### config.mk
export PLATFORM = sky130hd
export DESIGN_NAME = otl_logic
export DESIGN_NICKNAME = d
export VERILOG_FILES = /design/src/core/otl_pkg.sv /design/src/core/otl_logic.sv
export SDC_FILE = /design/constraint.sdc
export NUM_CORES = 1
export LEC_CHECK = 0
export ABC_AREA = 1
export BUFFER_PORTS_ARGS = -buffer_cell sky130_fd_sc_hd__buf_2
export CORE_UTILIZATION = 35
export CTS_BUF_LIST = sky130_fd_sc_hd__clkbuf_4
export CTS_CLUSTER_DIAMETER = 150
export DETAILED_ROUTE_END_ITERATION = 7
export GPL_ROUTABILITY_DRIVEN = 0
export PLACE_DENSITY = 0.59
export REMOVE_ABC_BUFFERS = 1
export SLEW_MARGIN = 15
export SYNTH_ARGS = -nofsm -noshare
export SYNTH_HDL_FRONTEND = slang
export SYNTH_SLANG_ARGS = --single-unit
### constraint.sdc
create_clock -name ref_clk_i -period 5.62 [get_ports ref_clk_i]
set_clock_uncertainty 0.1 [all_clocks]
set_input_delay 1.124 -clock ref_clk_i [delete_from_list [all_inputs] [get_ports ref_clk_i]]
set_output_delay 1.124 -clock ref_clk_i [all_outputs]
set_load 0.01 [all_outputs]
### src/core/otl_pkg.sv
// Purpose: Constants and types for the overcurrent teleprotection logic.
// Assumes: 100 MHz reference clock, 1 ms scheme time base.
// Notes:   Settings arrive as plain ports in milliseconds.
package otl_pkg;
    localparam int unsigned CLK_HZ       = 100_000_000;
    localparam int unsigned TICK_MS      = 1;
    localparam int unsigned TICK_CYCLES  = CLK_HZ / 1000 * TICK_MS;
    localparam int          TW           = 8;
    localparam logic [7:0] COORD_MAX    = 8'h32;
    localparam logic [7:0] COORD_DEF    = 8'h19;
    localparam logic [7:0] BLKDLY_MAX   = 8'hC8;
    localparam logic [7:0] BLKDLY_STEP  = 8'h0A;
    localparam logic [7:0] BLKDLY_DEF   = 8'h32;
    localparam logic [7:0] SAFETY_MAX   = 8'h32;
    localparam logic [7:0] SAFETY_DEF   = 8'h00;

    typedef enum logic [2:0] {
        OTL_NONE     = 3'b000,
        OTL_PUTT     = 3'b001,
        OTL_DTT      = 3'b010,
        OTL_POTT     = 3'b011,
        OTL_UNBLOCK  = 3'b100,
        OTL_BLOCKING = 3'b101
    } otl_scheme_t;

    typedef enum logic [1:0] {
        OTL_WF_NONE      = 2'b00,
        OTL_WF_ECHO      = 2'b01,
        OTL_WF_ECHO_TRIP = 2'b10
    } otl_wf_t;

    typedef struct packed {
        logic overreach_pickup_input;
        logic reverse_pickup_input;
        logic underreach_pickup;
        logic gnd_inst2_pickup;
        logic neg_inst2_pickup;
        logic channel_receive_input;
        logic guard_loss_input;
        logic channel_disable_input;
        logic channel_trip_block_input;
        logic undervoltage;
    } otl_in_t;

    typedef struct packed {
        logic channel_transmit_out;
        logic channel_stop_out;
        logic scheme_trip_out;
        logic echo_signal;
        logic weak_feed_trip;
        logic elem2_reverse_force;
    } otl_out_t;
endpackage

### src/core/otl_logic.sv
// Purpose: Blocking scheme and weak infeed decisions for overcurrent teleprotection.
// Assumes: Settings are static in operation; pickups arrive asynchronously.
// Notes:   All outputs are registered; timers run on a 1 ms tick.
`timescale 1ns/1ps
`default_nettype none
module otl_logic #(
    parameter int unsigned TICK_CYCLES = otl_pkg::TICK_CYCLES
) (
    input  wire logic               ref_clk_i,
    input  wire logic               arst_n_i,
    input  wire otl_pkg::otl_in_t   pins_i,
    input  wire logic [2:0]         scheme_select_i,
    input  wire logic [1:0]         weak_feed_output_select_i,
    input  wire logic               reverse_from_input_i,
    input  wire logic [1:0]         reverse_element_select_i,
    input  wire logic [7:0]         blocking_trip_delay_i,
    input  wire logic [7:0]         reverse_dropout_time_i,
    input  wire logic [7:0]         reversal_coordination_time_i,
    input  wire logic [7:0]         receive_safety_time_i,
    output var  otl_pkg::otl_out_t  outs_o
);
    // --------------------------------------------------------------
    // State
    // --------------------------------------------------------------
    typedef struct packed {
        otl_pkg::otl_in_t  s1;
        otl_pkg::otl_in_t  s2;
        otl_pkg::otl_in_t  s3;
        otl_pkg::otl_in_t  in;
        logic [31:0]       pre;
        logic [7:0]        t_blk;
        logic [7:0]        t_rev;
        logic              rev_held;
        logic [7:0]        receive_safety_time;
        logic [7:0]        reverse_dropout_time;
        otl_pkg::otl_out_t out;
    } otl_state_t;

    otl_state_t st;
    otl_state_t next_st;

    // Clamp a millisecond setting to its legal maximum.
    function automatic logic [7:0] clamp_ms(input logic [7:0] v, input logic [7:0] mx);
        clamp_ms = (v > mx) ? mx : v;
    endfunction

    // Advance a timer on the tick while qualified, holding at the limit; clears when unqualified.
    function automatic logic [7:0] run_timer(input logic q, input logic tk, input logic [7:0] t,
                                             input logic [7:0] lim);
        if (!q) begin
            run_timer = 8'h00;
        end else if (tk && t < lim) begin
            run_timer = t + 8'h01;
        end else begin
            run_timer = t;
        end
    endfunction

    // --------------------------------------------------------------
    // Next state
    // --------------------------------------------------------------
    always_comb begin
        logic        tick;
        logic        blk_sel;
        logic        rev_raw;
        logic        rev;
        logic        ov;
        logic        stop;
        logic        tx;
        logic        ov_q;
        logic        rx_wf;
        logic        rx_ok;
        logic        wf_echo_en;
        logic        wf_trip_en;
        logic        coord_ok;
        logic [7:0]  blk_lim;
        otl_pkg::otl_in_t chg;
        // Every local starts from a known value so no path leaves a latch.
        tick       = 1'b0;
        blk_sel    = 1'b0;
        rev_raw    = 1'b0;
        rev        = 1'b0;
        ov         = 1'b0;
        stop       = 1'b0;
        tx         = 1'b0;
        ov_q       = 1'b0;
        rx_wf      = 1'b0;
        rx_ok      = 1'b0;
        wf_echo_en = 1'b0;
        wf_trip_en = 1'b0;
        coord_ok   = 1'b0;
        blk_lim    = 8'h00;
        chg        = '0;
        next_st = st;
        next_st.s1 = pins_i;
        next_st.s2 = st.s1;
        next_st.s3 = st.s2;
        chg = ~(st.s2 ^ st.s3);
        next_st.in = (st.s2 & chg) | (st.in & ~chg);
        tick = (st.pre == 32'(TICK_CYCLES - 1));
        next_st.pre = tick ? 32'h0000_0000 : st.pre + 32'h0000_0001;

        blk_sel = (scheme_select_i == otl_pkg::OTL_BLOCKING);
        unique case (reverse_element_select_i)
            2'b00:   rev_raw = st.in.gnd_inst2_pickup;
            2'b01:   rev_raw = st.in.neg_inst2_pickup;
            default: rev_raw = st.in.gnd_inst2_pickup | st.in.neg_inst2_pickup;
        endcase
        if (reverse_from_input_i) begin
            rev_raw = st.in.reverse_pickup_input;
        end
        next_st.t_rev = run_timer(!rev_raw, tick, st.t_rev, clamp_ms(reverse_dropout_time_i, otl_pkg::COORD_MAX));
        if (rev_raw) begin
            next_st.rev_held = 1'b1;
        end else if (next_st.t_rev >= clamp_ms(reverse_dropout_time_i, otl_pkg::COORD_MAX)) begin
            next_st.rev_held = 1'b0;
        end
        rev = rev_raw | st.rev_held;
        ov  = st.in.overreach_pickup_input;

        stop = st.in.channel_disable_input | st.in.underreach_pickup;
        stop = stop | (ov & ~st.in.channel_receive_input & ~rev & ~st.in.channel_trip_block_input);
        tx = (rev & ~ov) | st.in.channel_trip_block_input;

        blk_lim = clamp_ms(blocking_trip_delay_i, otl_pkg::BLKDLY_MAX);
        next_st.t_blk = run_timer(blk_sel & ov, tick, st.t_blk, blk_lim);
        ov_q = blk_sel & ov & (st.t_blk >= blk_lim);

        rx_wf = st.in.channel_receive_input &
                ((scheme_select_i != otl_pkg::OTL_UNBLOCK) | st.in.guard_loss_input);
        next_st.receive_safety_time = run_timer(rx_wf, tick, st.receive_safety_time, clamp_ms(receive_safety_time_i, otl_pkg::SAFETY_MAX));
        rx_ok = rx_wf & (st.receive_safety_time >= clamp_ms(receive_safety_time_i, otl_pkg::SAFETY_MAX));
        wf_echo_en = (scheme_select_i != otl_pkg::OTL_BLOCKING) &&
                     (scheme_select_i != otl_pkg::OTL_NONE) &&
                     (weak_feed_output_select_i == otl_pkg::OTL_WF_ECHO ||
                      weak_feed_output_select_i == otl_pkg::OTL_WF_ECHO_TRIP);
        wf_trip_en = wf_echo_en && (weak_feed_output_select_i == otl_pkg::OTL_WF_ECHO_TRIP);
        next_st.reverse_dropout_time = run_timer(rx_ok & ~(rev & ov), tick, st.reverse_dropout_time,
                                    clamp_ms(reversal_coordination_time_i, otl_pkg::COORD_MAX));
        coord_ok = st.reverse_dropout_time >= clamp_ms(reversal_coordination_time_i, otl_pkg::COORD_MAX);

        next_st.out.echo_signal = wf_echo_en & rx_ok & ~rev_raw;
        next_st.out.weak_feed_trip = wf_trip_en & st.in.undervoltage & rx_ok & ~(rev & ov) & coord_ok;
        next_st.out.channel_stop_out = blk_sel & stop;
        next_st.out.channel_transmit_out = (blk_sel & tx & ~stop) | next_st.out.echo_signal;
        next_st.out.scheme_trip_out = ov_q & ~st.in.channel_receive_input & ~rev &
                                      ~st.in.channel_trip_block_input;
        next_st.out.elem2_reverse_force = blk_sel;
    end

    // --------------------------------------------------------------
    // Registers
    // --------------------------------------------------------------
    always_ff @(posedge ref_clk_i or negedge arst_n_i) begin
        if (!arst_n_i) begin
            st <= '0;
        end else begin
            st <= next_st;
        end
    end

    // Registered outputs.
    assign outs_o = st.out;
endmodule
`default_nettype wire

==> out/qor.yml <==
cp_max_fo: 5
r2r-end: "st[22]"
synth_xor_area_share_pct: 5.59
holdCritPathClass: "reg -> reg"
powerDensity_mw_per_mm2: 192
core_mm2: 0.0180
ys.flop_type: "dfrtp_1"
synth.area.mux_share_pct: 0
syn_to_final_growth_pct: 10.7
worst_ep_arrival_time_ps: 3960
postRouteAntennaNets: 0
root_buffer: "clkbuf_4"
start_kind: "input port"
hold_ws_ps: 268
rows: 49
avgRoutedWirePerCell_um: 12.3
r2r_slack_ps: 2690
fill_cells: 1867
final.setup.tns_ps: 0
initial_core_util_pct: 35.8
critPathLaunch: "reverse_dropout_time_i[2]"
grt_start_max_net_pins: 69
portBuffers: 57
nNetsFinal: 929
crit_type: "in -> reg"
synthAdderAreaFrac_pct: 10.3
clk_latency_ps: 470
first_pass_iters: 5
synth_compound_gate_area_share_pct: 5.30
routed_wl_um: 13100
ys_ff_latch: 111
whs_endpoint: "next_st[85]"
ioPinCount: 58
cts_sinks: 111
htreeDepth: 3
grt_pass1_wl_um: 22300
slew_headroom_pct: 40.8
grt_pass1_vias: 4676
seq_area_frac_synth_pct: 43.2
p_leak_nw: 3.58
final-setup-viol-count: 0
tightestPinTransition_ps: 884
p_int_mw: 1.01
synthSimpleGateAreaFrac_pct: 27.5
ys_async_sr_fraction_pct: 100
utilization_pct: 39.6
ir_drop_uv: 162
dp_hpwl_um: 10200
cp-end-kind: "flip-flop"
hold_depth: 0
ys.warnings.count: 0
finalCritPeriodShare_pct: 64.9
min_from: "next_st[95]"
hold_buffers: 0
die_h_um: 137
clockBufferDepth: 2
vias_per_cell: 4.75
pwr-share-clk_pct: 30.2
cts.repair.resized: 0
p_sw_mw: 0.357
status: "finished clean"
clk_pin_slew_ps: 170
drt-initial-drc-count: 214
grt-ovfl-total: 0
finalHoldViolCount: 0
swShare_pct: 26.1
drc: 0
post_cts.repair.setup_buffers: 0
die_area_mm2: 0.0189
cts_tree: "built"
clock.fmax_mhz: 274
combPwrFrac_pct: 8.5
cts_made_buffers: 9
required_ps: 5930
drive_gt1_share_pct: 13.1
synth-edff-count: 0
min_period_ps: 3640
placed_area_mm2: 0.00696
maxSlewViolCount: 0
synth_top_family_by_area: "simple AND/OR/NAND/NOR gates"
ff2ff_path_depth: 16
syn_avg_cell_area_um2: 8.38
track_usage_pct: 15.0
seqCellArea_mm2: 0.00278
syn-cell-area_mm2: 0.00642
rsz0062_at_grt: "no"
worstReg2RegStart: "st[39]"
syn_inst: 766
seq_power_share_pct: 61.2
final_area_mm2: 0.00711
die_w_um: 137
antenna_found_initial: 1
drv_cap: 0
vias: 5067
yosysUniqueCellTypes: 48
multi_input_area_mm2: 0.00316
[layer usage]
layer / global-route usage (%) / vias up / share of wire [%] / routed length (um)
met1: 21.6 / 2319 / 50 / 6610
met4: 5.25 / 0 / 1.7 / 228
met5: 0 / - / 0 / 0
li1: - / 2623 / - / -
met3: 1.80 / 19 / 4.1 / 539
met2: 23.1 / 106 / 44 / 5770
[Yosys cell counts, drive strengths merged, types with 4 or more instances]
cell type	count	area share (%)
nor4	9	1.2
nand4	29	2.8
xor2	32	4.4
nand2	155	9.5
or2	5	0.49
dfrtp	111	43
maj3	10	1.6
xnor2	9	1.2
a21oi	22	1.7
nor3	38	3.3
o21ai	16	1.2
buf	10	1.2
inv	113	6.6
nand3	50	4.1
o31ai	4	0.47
nor2	85	5.5
ha	45	8.8
[power groups by stage]
stage	registers (mW)	logic, mW	clock network, mW
detailed placement	0.851	0.120	0
global placement	0.851	0.119	0
CTS	0.837	0.121	0.434
finish	0.836	0.117	0.413
global route	0.840	0.138	0.459
floorplan	0.847	0.0634	0
[worst max-delay path: stages]
cell     delay, ps
buf_2          100
nor2_1          90
nand2_1         50
nand2_1         70
nand2_1        110
nor2_1         180
ha_1           280
a21oi_1        120
or2_2          120
nand2_1        110
nor3_2         360
nand3_1        120
nand2_1         80
inv_1           30
nor2_1         130
ha_1           260
a21oi_1        170
o21ai_0        110
a41oi_1        170
a31o_2         170
[cells by family after synthesis]
| logic type | count (synthesis) |
|---|---|
| AND/OR/NAND/NOR | 376 |
| AO/OA/AOI/OAI | 57 |
| XOR/XNOR | 41 |
| adder cells (fa/ha/maj) | 55 |
| other | 1 |
| buffers and inverters | 125 |
| flip-flops | 111 |
[worst max path at each step]
stage	endpoint	slack (ps)
2_1_floorplan	st[22]	1970
3_3_place_gp	st[22]	1500
3_5_place_dp	st[22]	1450
4_1_cts	st[22]	1980
5_1_grt	st[22]	1600
6_report	st[22]	1980
[layout by cell type, fill, tap and decap left out, types with 10 or more instances in the layout]
cell type	n
nand2_1	148
xor2_1	32
nor2_1	81
a21oi_1	22
ha_1	45
maj3_1	10
nand3_1	47
nand4_1	29
dfrtp_1	111
inv_1	104
buf_2	56
nor3_1	35
[sequential cells by signal, summed over array words and instances, names as in the netlist, named ones only]
name     flops
st          75
next_st     20
outs_o       6
[area by class of cell]
cell class,count,share of cell area [%]
antenna,1,0.0352
tap,229,4.03
timing repair buffer,59,4.26
clock inverter,7,1.13
multi-input combinational,537,44.4
sequential,111,39.1
clock buffer,9,0.951
inverter,114,6.09
[metrics by stage]
stage / power [mW] / instances / worst slack (ps)
global placement: 0.969 / 1050 / 1500
CTS: 1.39 / 1066 / 1980
detailed placement: 0.971 / 1050 / 1450
global route: 1.44 / 1067 / 1600
finish: 1.37 / 1067 / 1980
floorplan: 0.911 / 762 / 1970
(Power assumes the default switching activity.)
